`config.mk`:
```
export PLATFORM = sky130hd
export DESIGN_NAME = timer_timebase_interrupt_ctrl
export DESIGN_NICKNAME = d
export VERILOG_FILES = /design/src/hw/timer_timebase_interrupt_ctrl.v /design/src/hw/reset_sync.v /design/src/hw/irq_priority.v
export VERILOG_INCLUDE_DIRS = /design/src /design/src/hw
export SDC_FILE = /design/constraint.sdc
export NUM_CORES = 1
export LEC_CHECK = 0
export BUFFER_PORTS_ARGS = -buffer_cell sky130_fd_sc_hd__clkbuf_2
export CAP_MARGIN = 0
export CELL_PAD_IN_SITES_DETAIL_PLACEMENT = 0
export CELL_PAD_IN_SITES_GLOBAL_PLACEMENT = 1
export CORE_ASPECT_RATIO = 0.7
export CORE_MARGIN = 2
export CORE_UTILIZATION = 35
export DETAILED_ROUTE_END_ITERATION = 8
export GPL_TIMING_DRIVEN = 1
export HOLD_SLACK_MARGIN = 0.06
export PLACE_DENSITY_LB_ADDON = 0.1
export REMOVE_ABC_BUFFERS = 1
export SETUP_SLACK_MARGIN = 0.3
export SYNTH_ARGS = -nofsm -noshare
export SYNTH_HDL_FRONTEND = slang
export SYNTH_HIERARCHICAL = 1
export SYNTH_SLANG_ARGS = --single-unit
```
`constraint.sdc`:
```
create_clock -name ref_clk_i -period 1.9 [get_ports ref_clk_i]
set_clock_uncertainty 0.2 [all_clocks]
set_input_delay 0.38 -clock ref_clk_i [delete_from_list [all_inputs] [get_ports ref_clk_i]]
set_output_delay 0.38 -clock ref_clk_i [all_outputs]
set_load 0.05 [all_outputs]
```
`src/hw/intc_regs.vh`:
```
// Register map, field positions and timing constants of the interrupt block
`ifndef INTC_REGS_VH
`define INTC_REGS_VH

// ----------------------------------------
// Register byte offsets
// ----------------------------------------
`define OFF_PRIMARY    8'h00
`define OFF_SECONDARY  8'h04
`define OFF_EVT_STATUS 8'h08
`define OFF_EVT_CLEAR  8'h0C
`define OFF_EVT_ENABLE 8'h10
`define OFF_CORE_STAT  8'h14
`define DEC_W          8

// ----------------------------------------
// Source indices, also the priority order
// ----------------------------------------
`define SRC_EXT 0
`define SRC_T0  1
`define SRC_T1  2
`define SRC_T2  3
`define SRC_TB  4
`define SRC_N   5

// ----------------------------------------
// Primary control register fields
// ----------------------------------------
`define PRI_EMI    0
`define PRI_EXT_EN 1
`define PRI_T0_EN  2
`define PRI_T1_EN  3
`define PRI_EXT_F  4
`define PRI_T0_F   5
`define PRI_T1_F   6

// ----------------------------------------
// Secondary control register fields
// ----------------------------------------
`define SEC3_T2_EN 0
`define SEC3_TB_EN 2
`define SEC3_T2_F  4
`define SEC3_TB_F  6
`define SECR_TB_EN 1
`define SECR_TB_F  5
`define SECP_TB_EN 0
`define SECP_TB_F  4

// ----------------------------------------
// Variants
// ----------------------------------------
`define VAR_THREE_TMR 2'h0
`define VAR_TWO_RSVD  2'h1
`define VAR_TWO_PLAIN 2'h2

// ----------------------------------------
// Vectors
// ----------------------------------------
`define VEC_EXT     8'h04
`define VEC_T0      8'h08
`define VEC_T1      8'h0C
`define VEC_T2      8'h10
`define VEC_TB_3T   8'h18
`define VEC_TB_RSVD 8'h14
`define VEC_TB_PLN  8'h10

// ----------------------------------------
// Event status bits and entry timing
// ----------------------------------------
`define EVT_SERVICE 0
`define EVT_STALL   1
`define EVT_WAKE    2
`define EVT_N       3
`define ENTRY_AWAKE 2'h2
`define ENTRY_WOKEN 2'h3

`endif

```
`src/hw/timer_timebase_interrupt_ctrl.v`:
```
// Interrupt control: flags, enables, priority call request, AHB-Lite regs
// Function
// - Timer interrupt needs master enable, timer enable and timer flag.
// - Timer overflow sets that timer's request flag.
// - Servicing a timer clears its flag and the master enable.
// - Time-base overflow sets its flag; needs master and time-base enable.
// - Servicing time base clears its flag and the master enable.
// - Call requested only while stack not full; otherwise request waits.
// - Flags stay set regardless of enable until serviced or cleared.
// - Every source can wake the core from idle or sleep.
// - Entry pushes only the program counter, nothing else.
// - Three-timer primary register layout, bit 7 reads zero.
// - Three-timer secondary: T2 enable 0, TB enable 2, T2 flag 4, TB flag 6.
// - Three-timer secondary odd bits always read zero.
// - Reserved-vector two-timer secondary: TB flag 5, TB enable 1.
// - Plain two-timer secondary: TB flag 4, TB enable 0.
// - Fixed priority external, T0, T1, T2, time base with set vectors.
// - Branch 2 instruction cycles after request, 3 after wake-up.
// - Sample between third-phase edges; software may re-enable for nesting.
`include "intc_regs.vh"
module timer_timebase_interrupt_ctrl #(
  parameter VARIANT = 0
) (
  input  wire        ref_clk_i,
  input  wire        nrst_i,
  input  wire        hsel_i,
  input  wire [31:0] haddr_i,
  input  wire [1:0]  htrans_i,
  input  wire        hwrite_i,
  input  wire [2:0]  hsize_i,
  input  wire [31:0] hwdata_i,
  input  wire        hready_i,
  output wire [31:0] hrdata_o,
  output wire        hreadyout_o,
  output wire        hresp_o,
  input  wire        ext_edge_i,
  input  wire [2:0]  timer_ovf_i,
  input  wire        timebase_ovf_i,
  input  wire        third_clock_phase_i,
  input  wire        stack_full_i,
  input  wire        core_sleep_i,
  output wire        call_req_o,
  output wire [7:0]  call_vector_o,
  output wire        push_pc_o,
  output wire        wake_o,
  output wire        irq_o
);

  // ----------------------------------------
  // Constants and functions
  // ----------------------------------------
  localparam ST_IDLE = 1'b0;
  localparam ST_WAIT = 1'b1;
  localparam [4:0] IMPL_MASK = (VARIANT == 0) ? 5'h1F : 5'h17;

  function hit;
    input [`DEC_W-1:0] addr;
    input [`DEC_W-1:0] off;
    begin
      hit = (addr == off);
    end
  endfunction

  function [7:0] sec_pack;
    input [4:0] fl;
    input [4:0] en;
    begin
      sec_pack = 8'h00;
      case (VARIANT)
        0: begin
          sec_pack[`SEC3_T2_EN] = en[`SRC_T2];
          sec_pack[`SEC3_TB_EN] = en[`SRC_TB];
          sec_pack[`SEC3_T2_F]  = fl[`SRC_T2];
          sec_pack[`SEC3_TB_F]  = fl[`SRC_TB];
        end
        1: begin
          sec_pack[`SECR_TB_EN] = en[`SRC_TB];
          sec_pack[`SECR_TB_F]  = fl[`SRC_TB];
        end
        default: begin
          sec_pack[`SECP_TB_EN] = en[`SRC_TB];
          sec_pack[`SECP_TB_F]  = fl[`SRC_TB];
        end
      endcase
    end
  endfunction

  // ----------------------------------------
  // Reset release
  // ----------------------------------------
  wire rst_n;

  reset_sync u_rst (
    .ref_clk_i   (ref_clk_i),
    .nrst_i      (nrst_i),
    .nrst_sync_o (rst_n)
  );

  // ----------------------------------------
  // Declarations
  // ----------------------------------------
  reg        emi_reg;
  reg [4:0]  flag_reg;
  reg [4:0]  en_reg;
  reg [`EVT_N-1:0] evt_stat_reg;
  reg [`EVT_N-1:0] evt_en_reg;
  reg        state_reg;
  reg [1:0]  wait_cnt_reg;
  reg [7:0]  vec_reg;
  reg        call_req_reg;
  reg        push_pc_reg;
  reg        wake_reg;
  reg        irq_reg;
  reg [31:0] hrdata_reg;
  reg        hreadyout_reg;
  reg        hresp_reg;
  reg        wr_pend_reg;
  reg [`DEC_W-1:0] wr_addr_reg;

  reg        emi_next;
  reg [4:0]  flag_next;
  reg [4:0]  en_next;
  reg [`EVT_N-1:0] evt_set;
  reg [`EVT_N-1:0] evt_stat_next;
  reg [31:0] rd_next;

  wire [4:0] hw_set;
  wire [4:0] cand;
  wire       pick_any;
  wire [2:0] pick_idx;
  wire [7:0] pick_vec;
  wire       addr_ok;
  wire [7:0] wb;
  wire [`DEC_W-1:0] ra;
  wire       sample;
  wire       take;
  wire       stall;

  // ----------------------------------------
  // Request qualification
  // ----------------------------------------
  // timer overflow raises flag
  assign hw_set = {timebase_ovf_i, timer_ovf_i, ext_edge_i} & IMPL_MASK;

  // flag, own enable and master enable
  assign cand = emi_reg ? (flag_reg & en_reg & IMPL_MASK) : 5'h00;

  irq_priority #(
    .VARIANT (VARIANT)
  ) u_prio (
    .req_i    (cand),
    .any_o    (pick_any),
    .idx_o    (pick_idx),
    .vector_o (pick_vec)
  );

  assign sample = third_clock_phase_i && (state_reg == ST_IDLE) && pick_any;
  assign take   = sample && !stack_full_i;
  assign stall  = sample && stack_full_i;

  // ----------------------------------------
  // AHB-Lite decode
  // ----------------------------------------
  assign addr_ok = hsel_i && hready_i && htrans_i[1];
  assign ra      = haddr_i[`DEC_W-1:0];
  assign wb      = hwdata_i[7:0];

  always @* begin
    rd_next = 32'h0000_0000;
    if (hit(ra, `OFF_PRIMARY)) begin
      rd_next[`PRI_EMI]    = emi_reg;
      rd_next[`PRI_EXT_EN] = en_reg[`SRC_EXT];
      rd_next[`PRI_T0_EN]  = en_reg[`SRC_T0];
      rd_next[`PRI_T1_EN]  = en_reg[`SRC_T1];
      rd_next[`PRI_EXT_F]  = flag_reg[`SRC_EXT];
      rd_next[`PRI_T0_F]   = flag_reg[`SRC_T0];
      rd_next[`PRI_T1_F]   = flag_reg[`SRC_T1];
    end else if (hit(ra, `OFF_SECONDARY)) begin
      rd_next[7:0] = sec_pack(flag_reg, en_reg);
    end else if (hit(ra, `OFF_EVT_STATUS)) begin
      rd_next[`EVT_N-1:0] = evt_stat_reg;
    end else if (hit(ra, `OFF_EVT_ENABLE)) begin
      rd_next[`EVT_N-1:0] = evt_en_reg;
    end else if (hit(ra, `OFF_CORE_STAT)) begin
      rd_next[7:0] = vec_reg;
      rd_next[8]   = state_reg;
      rd_next[9]   = stack_full_i && pick_any;
    end
  end

  // ----------------------------------------
  // Flag, enable and master enable update
  // ----------------------------------------
  always @* begin
    emi_next  = emi_reg;
    flag_next = flag_reg;
    en_next   = en_reg;
    if (wr_pend_reg && hit(wr_addr_reg, `OFF_PRIMARY)) begin
      emi_next          = wb[`PRI_EMI];
      en_next[`SRC_EXT] = wb[`PRI_EXT_EN];
      en_next[`SRC_T0]  = wb[`PRI_T0_EN];
      en_next[`SRC_T1]  = wb[`PRI_T1_EN];
      flag_next[`SRC_EXT] = wb[`PRI_EXT_F];
      flag_next[`SRC_T0]  = wb[`PRI_T0_F];
      flag_next[`SRC_T1]  = wb[`PRI_T1_F];
    end
    if (wr_pend_reg && hit(wr_addr_reg, `OFF_SECONDARY)) begin
      case (VARIANT)
        0: begin
          en_next[`SRC_T2]   = wb[`SEC3_T2_EN];
          en_next[`SRC_TB]   = wb[`SEC3_TB_EN];
          flag_next[`SRC_T2] = wb[`SEC3_T2_F];
          flag_next[`SRC_TB] = wb[`SEC3_TB_F];
        end
        1: begin
          en_next[`SRC_TB]   = wb[`SECR_TB_EN];
          flag_next[`SRC_TB] = wb[`SECR_TB_F];
        end
        default: begin
          en_next[`SRC_TB]   = wb[`SECP_TB_EN];
          flag_next[`SRC_TB] = wb[`SECP_TB_F];
        end
      endcase
    end
    if (take) begin
      // serviced flag and master enable drop
      flag_next[pick_idx] = 1'b0;
      emi_next            = 1'b0;
    end
    // only service or software clears a flag
    flag_next = (flag_next | hw_set) & IMPL_MASK;
    en_next   = en_next & IMPL_MASK;
  end

  // ----------------------------------------
  // Event status
  // ----------------------------------------
  always @* begin
    evt_set               = {`EVT_N{1'b0}};
    evt_set[`EVT_SERVICE] = take;
    evt_set[`EVT_STALL]   = stall;
    evt_set[`EVT_WAKE]    = wake_reg && !core_sleep_i;
    evt_stat_next         = evt_stat_reg;
    if (wr_pend_reg && hit(wr_addr_reg, `OFF_EVT_CLEAR)) begin
      evt_stat_next = evt_stat_reg & ~hwdata_i[`EVT_N-1:0];
    end
    // A new event beats a clear in the same cycle
    evt_stat_next = evt_stat_next | evt_set;
  end

  // ----------------------------------------
  // Registers
  // ----------------------------------------
  always @(posedge ref_clk_i or negedge rst_n) begin
    if (!rst_n) begin
      emi_reg       <= 1'b0;
      flag_reg      <= 5'h00;
      en_reg        <= 5'h00;
      evt_stat_reg  <= {`EVT_N{1'b0}};
      evt_en_reg    <= {`EVT_N{1'b0}};
      hrdata_reg    <= 32'h0000_0000;
      hreadyout_reg <= 1'b1;
      hresp_reg     <= 1'b0;
      wr_pend_reg   <= 1'b0;
      wr_addr_reg   <= {`DEC_W{1'b0}};
      irq_reg       <= 1'b0;
      wake_reg      <= 1'b0;
    end else begin
      emi_reg       <= emi_next;
      flag_reg      <= flag_next;
      en_reg        <= en_next;
      evt_stat_reg  <= evt_stat_next;
      if (wr_pend_reg && hit(wr_addr_reg, `OFF_EVT_ENABLE)) begin
        evt_en_reg <= hwdata_i[`EVT_N-1:0];
      end
      // Zero wait states; unmapped reads return zero, always OKAY
      hreadyout_reg <= 1'b1;
      hresp_reg     <= 1'b0;
      wr_pend_reg   <= addr_ok && hwrite_i;
      if (addr_ok) begin
        wr_addr_reg <= ra;
      end
      if (addr_ok && !hwrite_i) begin
        hrdata_reg <= rd_next;
      end
      irq_reg <= |(evt_stat_next & evt_en_reg);
      // any enabled flag wakes the core
      wake_reg <= core_sleep_i && (|(flag_next & en_next));
    end
  end

  // ----------------------------------------
  // Entry sequencer
  // ----------------------------------------
  always @(posedge ref_clk_i or negedge rst_n) begin
    if (!rst_n) begin
      state_reg    <= ST_IDLE;
      wait_cnt_reg <= 2'h0;
      vec_reg      <= 8'h00;
      call_req_reg <= 1'b0;
      push_pc_reg  <= 1'b0;
    end else begin
      call_req_reg <= 1'b0;
      push_pc_reg  <= 1'b0;
      case (state_reg)
        ST_IDLE: begin
          if (take) begin
            vec_reg   <= pick_vec;
            state_reg <= ST_WAIT;
            wait_cnt_reg <= core_sleep_i ? `ENTRY_WOKEN : `ENTRY_AWAKE;
          end
        end
        ST_WAIT: begin
          if (third_clock_phase_i) begin
            if (wait_cnt_reg == 2'h1) begin
              // only the program counter is pushed
              call_req_reg <= 1'b1;
              push_pc_reg  <= 1'b1;
              state_reg    <= ST_IDLE;
            end
            wait_cnt_reg <= wait_cnt_reg - 2'h1;
          end
        end
        default: begin
          state_reg <= ST_IDLE;
        end
      endcase
    end
  end

  // ----------------------------------------
  // Outputs
  // ----------------------------------------
  assign hrdata_o      = hrdata_reg;
  assign hreadyout_o   = hreadyout_reg;
  assign hresp_o       = hresp_reg;
  assign call_req_o    = call_req_reg;
  assign call_vector_o = vec_reg;
  assign push_pc_o     = push_pc_reg;
  assign wake_o        = wake_reg;
  assign irq_o         = irq_reg;

endmodule

```
`src/hw/reset_sync.v`:
```
// Two-stage release synchroniser for the active-low reset
module reset_sync (
  input  wire ref_clk_i,
  input  wire nrst_i,
  output wire nrst_sync_o
);
  reg stage1_reg;
  reg stage2_reg;

  always @(posedge ref_clk_i or negedge nrst_i) begin
    if (!nrst_i) begin
      stage1_reg <= 1'b0;
      stage2_reg <= 1'b0;
    end else begin
      stage1_reg <= 1'b1;
      stage2_reg <= stage1_reg;
    end
  end

  assign nrst_sync_o = stage2_reg;
endmodule

```
`src/hw/irq_priority.v`:
```
// Fixed-priority picker returning source index and call vector
`include "intc_regs.vh"
module irq_priority #(
  parameter VARIANT = 0
) (
  input  wire [4:0] req_i,
  output reg        any_o,
  output reg  [2:0] idx_o,
  output reg  [7:0] vector_o
);
  always @* begin
    any_o    = 1'b1;
    idx_o    = 3'h0;
    vector_o = `VEC_EXT;
    if (req_i[`SRC_EXT]) begin
      idx_o    = 3'h0;
      vector_o = `VEC_EXT;
    end else if (req_i[`SRC_T0]) begin
      idx_o    = 3'h1;
      vector_o = `VEC_T0;
    end else if (req_i[`SRC_T1]) begin
      idx_o    = 3'h2;
      vector_o = `VEC_T1;
    end else if (req_i[`SRC_T2]) begin
      idx_o    = 3'h3;
      vector_o = `VEC_T2;
    end else if (req_i[`SRC_TB]) begin
      idx_o = 3'h4;
      case (VARIANT)
        0:       vector_o = `VEC_TB_3T;
        1:       vector_o = `VEC_TB_RSVD;
        default: vector_o = `VEC_TB_PLN;
      endcase
    end else begin
      any_o = 1'b0;
    end
  end
endmodule

```
==> results of run 1 <==
stage by stage:
stage                     setup WS, ps  instance area, um^2
final                           -354.7                 3976
after global routing            -443.1                 3976
after CTS                       -387.5                 3876
after global placement          -432.2                 3418
after detailed placement        -472.1                 3418
after floorplan                  -1723                 2615
critical path: stages (launching register included):
cell	delay [ps]
dfrtp_2	440
and3_4	200
buf_6	130
nand2b_4	140
a21oi_4	160
buf_4	150
nor2_4	30
and3_1	190
buf_4	140
nor3b_4	180
o31ai_1	80
a31oi_1	150
timing repair:
item	CTS	global route
pin swaps	24	20
hold endpoints to repair	2	0
setup buffers	9	2
setup endpoints to repair	40	40
hold buffers	1	0
gates resized for setup	52	18
worst max-delay path by stage:
stage | from | endpoint | slack [ps] | depth (start not counted)
4_1_cts | emi_reg | wake_o | -390 | 8
3_3_place_gp | emi_reg | wake_o | -430 | 10
5_1_grt | emi_reg | wake_o | -440 | 9
3_5_place_dp | emi_reg | wake_o | -470 | 9
6_report | emi_reg | wake_o | -350 | 11
2_1_floorplan | emi_reg | wake_o | -1720 | 8
metal layers:
layer | part of all wire (%) | global-route usage (%)
met5 | 0 | 0
met4 | 0.64 | 3.375
met3 | 5.3 | 4.015
met2 | 41 | 24.97
met1 | 53 | 27.51
logic make-up (layout without fill, tap and decap cells):
group	Yosys count	in the layout	share of synthesized area, %
compound gates	47	47	11.76
fa+ha+maj	1	1	0.4504
buf+inv	45	130	10.32
flops	52	52	46.85
mux	30	30	12.07
other cells	4	30	0.5404
simple gates	86	86	18.02
layout by cell type, fill, tap and decap left out, types with 6 or more instances in the layout:
cell type / instances
buf_4: 52
dfrtp_1: 50
clkbuf_2: 49
conb_1: 30
nor2_1: 23
mux2_2: 21
buf_6: 11
nand2_1: 9
mux2_4: 7
and3_4: 7
nand4_1: 6
inv_1: 6
a21oi_1: 6
o21ai_0: 6
power groups by stage:
stage	Sequential [W]	Clock [W]	Combinational, W
5_1_grt	0.00153	0.000991	0.00184
3_3_place_gp	0.00151	0	0.00151
6_report	0.00151	0.000915	0.00171
4_1_cts	0.00151	0.000939	0.00166
2_1_floorplan	0.00191	0	0.000566
3_5_place_dp	0.00152	0	0.00152
area by class of cell:
type                            instances  area, um^2  area share, %
Clock inverter                          2       10.01         0.2517
Multi-Input combinational cell        194        1567          39.40
Clock buffer                            6       138.9          3.493
Sequential cell                        52        1304          32.79
Inverter                                7       26.28         0.6608
Tap cell                              101       126.4          3.178
Timing Repair Buffer                  115       804.5          20.23
==> results.sh, run 1 <==
export IMPL_outcome="finished with violations"
export IMPL_violations="negative setup slack"
export IMPL_grtUsageTotal_pct=17.69
export IMPL_fill_cells=739
export IMPL_syn_area_um2=2778
export IMPL_power_total_w=0.004135
export IMPL_die_w_um=110.5
export IMPL_ir_worst_vdd_v=0.0005838
export IMPL_ys_ff_latch=52
export IMPL_critPathLaunchType="register"
export IMPL_vias_per_cell=4.874
export IMPL_die_y_um=78.54
export IMPL_min_period_ps=2255
export IMPL_hold_path_class="reg -> async"
export IMPL_drt_initial_drc_count=105
export IMPL_combPwrFrac_pct=41.4
export IMPL_synth_top_cell_area_share_pct=46.85
export IMPL_worstPathRequired_ps=1910
export IMPL_clk_latency_ps=290
export IMPL_area_growth_pct=43.15
export IMPL_timing_rr_end="wake_o"
export IMPL_synth_cell_type_count=50
export IMPL_maxCapViolations=0
export IMPL_drc=0
export IMPL_vias=2325
export IMPL_nets=458
export IMPL_rr_worst_depth=11
export IMPL_ys_warn_count=6
export IMPL_avgSynthCellArea_um2=10.48
export IMPL_grt_pass1_wl_mm=12.07
export IMPL_row_count=27
export IMPL_fmax_mhz=443.5
export IMPL_avgRoutedWirePerCell_um=16.01
export IMPL_synth_edff_count=0
export IMPL_clkPwrFrac_pct=22.1
export IMPL_drive_gt1_share_pct=51.60
export IMPL_cp_data_arrival_time_ps=2270
export IMPL_grt_pass1_vias=2260
export IMPL_drt_pass1_iterations=4
export IMPL_clock_sinks=52
export IMPL_initial_core_util_pct=35.75
export IMPL_cts_htree_levels=2
export IMPL_yosysTopAreaCell="dfrtp_1"
export IMPL_final_max_slew_viol_count=0
export IMPL_gp_congestion=0.8292
export IMPL_drtAntennaViolNets=0
export IMPL_cts_root_buf="clkbuf_16"
export IMPL_ios=128
export IMPL_stdcell_count=477
export IMPL_path_class="reg -> reg"
export IMPL_syn_inst=265
export IMPL_worst_slack_ps=-354.7
export IMPL_largest_reg_flops=10
export IMPL_antenna_cells=0
export IMPL_numCtsBuffers=5
export IMPL_intPower_w=0.002532
export IMPL_crit_fanout=6
export IMPL_powerDensity_nw_per_um2=1040
export IMPL_synthTopCellsByArea="dfrtp_1 (47%), mux2_2 (11%), buf_4 (8.4%)"
export IMPL_p_leak_nw=1.830
export IMPL_ys_flop_type="dfrtp_1"
export IMPL_end_kind="register"
export IMPL_hold_violations=0
export IMPL_rsz0062_at_grt="yes"
export IMPL_fin_hold_ws_ps=51.74
export IMPL_final_core_util_pct=51.18
export IMPL_cts_tree="built"
export IMPL_worstReg2RegStart="emi_reg"
export IMPL_globalRouteOverflowTotal=0
export IMPL_drt_wl_total_mm=7.637
export IMPL_grt_max_degree=51
export IMPL_worst_r2r_setup_slack_ps=-350
export IMPL_ys_seq_area_share_pct=46.85
export IMPL_setup_tns_ps=-1773
export IMPL_synthArstFlopShare_pct=100.0
export IMPL_p_sw_w=0.001603
export IMPL_antenna_found_initial=0
export IMPL_core_area_um2=7770
export IMPL_yosysMostFrequentCell="dfrtp_1"
export IMPL_dieArea_um2=8676
export IMPL_max_clock_path_buffers=2
export IMPL_synth_common_cells="dfrtp_1 (52), buf_4 (31), mux2_2 (28), nor2_1 (26)"
export IMPL_min_period_over_period_pct=118.7
export IMPL_clkTransAtPathRegs_ps=60
export IMPL_dp_cells=457
export IMPL_hpwl_mm=5.756
export IMPL_setup_viol_count_final=16
export IMPL_switching_share_pct=38.76
export IMPL_p_seq_share_pct=36.5
export IMPL_port_buffers=50
Power figures use the tool's default switching activity.
==> inputs of run 2 (changes only) <==
ABC_AREA = 0   (was default)
CORE_MARGIN = default   (was 2)
==> results.sh, run 2 (same netlist as run 1, synthesis figures left out) <==
export IMPL_drt_initial_drc_count=58
export IMPL_intPower_w=0.002646
export IMPL_drive_gt1_share_pct=54.24
export IMPL_worst_slack_ps=-417.1
export IMPL_mostFrequentLayoutCell="buf_4"
export IMPL_gp_congestion=0.8767
export IMPL_drtAntennaViolNets=0
export IMPL_slowest_stage="o311ai_0"
export IMPL_drc=0
export IMPL_fmax_mhz=431.6
export IMPL_switching_share_pct=38.48
export IMPL_grtUsageTotal_pct=19.30
export IMPL_startpoint="emi_reg"
export IMPL_final_core_util_pct=55.08
export IMPL_most_common_layout_cells="buf_4 (56), dfrtp_1 (50), clkbuf_2 (47), conb_1 (30), nor2_1 (23)"
export IMPL_worstReg2RegStart="emi_reg"
export IMPL_setup_viol_count_final=20
export IMPL_initial_core_util_pct=37.12
export IMPL_drt_wl_total_mm=7.966
export IMPL_hpwl_mm=5.614
export IMPL_powerDensity_nw_per_um2=1044
export IMPL_maxSlewHeadroom_pct=66.32
export IMPL_antenna_found_initial=0
export IMPL_cpPeakStageDelay_ps=480
export IMPL_grt_max_degree=51
export IMPL_rsz0062_at_grt="yes"
export IMPL_grt_pass1_wl_mm=12.08
export IMPL_timing_rr_end="wake_o"
export IMPL_drt_pass1_iterations=4
export IMPL_cp_cell_sequence="and3_4 > buf_4 > nand2b_1 > a21oi_2 > buf_4 > inv_1 > o311ai_0 > a31oi_1"
export IMPL_final_max_slew_viol_count=0
export IMPL_clkTransAtPathRegs_ps=70
export IMPL_violations="negative setup slack"
export IMPL_path_class="reg -> reg"
export IMPL_ios=128
export IMPL_area_growth_pct=48.38
export IMPL_fin_hold_ws_ps=54.36
export IMPL_worstPathRequired_ps=1850
export IMPL_clkPwrFrac_pct=21.5
export IMPL_clock_sinks=52
export IMPL_avgRoutedWirePerCell_um=16.36
export IMPL_clk_latency_ps=290
export IMPL_die_w_um=108.5
export IMPL_globalRouteOverflowTotal=0
export IMPL_hold_path_class="reg -> async"
export IMPL_crit_fanout=7
export IMPL_min_period_ps=2317
export IMPL_combPwrFrac_pct=43.3
export IMPL_cp_data_arrival_time_ps=2270
export IMPL_numCtsBuffers=5
export IMPL_outcome="finished with violations"
export IMPL_row_count=26
export IMPL_cts_root_buf="clkbuf_16"
export IMPL_antenna_cells=0
export IMPL_die_y_um=76.54
export IMPL_grt_pass1_vias=2186
export IMPL_p_sw_w=0.001655
export IMPL_tightestPinTransition_ps=498.9
export IMPL_worst_path_buf_inv=3
export IMPL_worst_r2r_setup_slack_ps=-420
export IMPL_cts_htree_levels=2
export IMPL_min_period_over_period_pct=122.0
export IMPL_cts_tree="built"
export IMPL_hold_violations=0
export IMPL_port_buffers=50
export IMPL_crit_top_cell="buf_4"
export IMPL_max_clock_path_buffers=2
export IMPL_end_kind="register"
export IMPL_vias_per_cell=4.943
export IMPL_largest_reg_flops=10
export IMPL_p_leak_nw=1.923
export IMPL_critPathLaunchType="register"
export IMPL_core_area_um2=7482
export IMPL_p_seq_share_pct=35.3
export IMPL_nets=471
export IMPL_rr_worst_depth=8
export IMPL_maxCapViolations=0
export IMPL_dieArea_um2=8302
export IMPL_cp_top_family="compound AO/OA/AOI/OAI gates"
export IMPL_ir_worst_vdd_v=0.0005098
export IMPL_vias=2407
==> run 2: changes by cell type in the layout (fill, tap and decap cells not counted), sizes merged <==
cell / previous run / this run
buf: 65 / 80
clkbuf: 55 / 53
==> run 2: layout make-up <==
class | count | area (um^2)
fill | 686 | 3361
multi-input combinational | 194 | 1575
sequential | 52 | 1304
timing repair buffer | 128 | 944.7
clock buffer | 6 | 138.9
tap | 98 | 122.6
inverter | 7 | 26.28
clock inverter | 2 | 10.01
==> run 2: through the flow <==
| stage | instances | power, W | instance area (um^2) | worst slack (ps) | TNS [ps] |
|---|---|---|---|---|---|
| finish | 487 | 0.004301 | 4121 | -417.1 | -4929 |
| global route | 487 | 0.004526 | 4121 | -498.2 | -6709 |
| CTS | 474 | 0.004063 | 3847 | -348.0 | -3306 |
| detailed placement | 456 | 0.003037 | 3430 | -476.9 | -7170 |
| global placement | 456 | 0.003028 | 3430 | -404.1 | -6219 |
| floorplan | 253 | 0.002473 | 2615 | -1723 | -25480 |
==> run 2: power by group through the flow <==
| stage | Combinational, W | Clock [W] | Sequential (W) |
|---|---|---|---|
| final | 0.00186 | 0.000924 | 0.00152 |
| after floorplan | 0.000566 | 0 | 0.00191 |
| after CTS | 0.00162 | 0.000939 | 0.00151 |
| after global placement | 0.00152 | 0 | 0.00151 |
| after detailed placement | 0.00152 | 0 | 0.00151 |
| after global routing | 0.00199 | 0.000993 | 0.00155 |
==> run 2: how the worst max path moves through the flow <==
stage                              to  slack [ps]  cells after the start
final                          wake_o        -420                      8
after global routing            irq_o        -500                     10
after CTS                      wake_o        -350                      8
after detailed placement       wake_o        -480                      9
after global placement    flag_reg[4]        -400                      7
after floorplan                wake_o       -1720                      8
==> run 2: timing repair <==
action,4_1_cts,5_1_grt
gates cloned,0,1
gates resized for setup,43,46
setup buffers,9,12
hold buffers,1,0
setup endpoints to repair,40,42
endpoints found under the hold margin,2,0
pin swaps,19,14
==> run 2: metal layers <==
metal | track usage, % | share of wire, % | vias to the layer above
li1 | - | - | 1151
met1 | 31.59 | 53 | 1184
met2 | 26.01 | 42 | 69
met3 | 3.422 | 4.9 | 3
met4 | 3.243 | 0.38 | 0
met5 | 0 | 0 | -
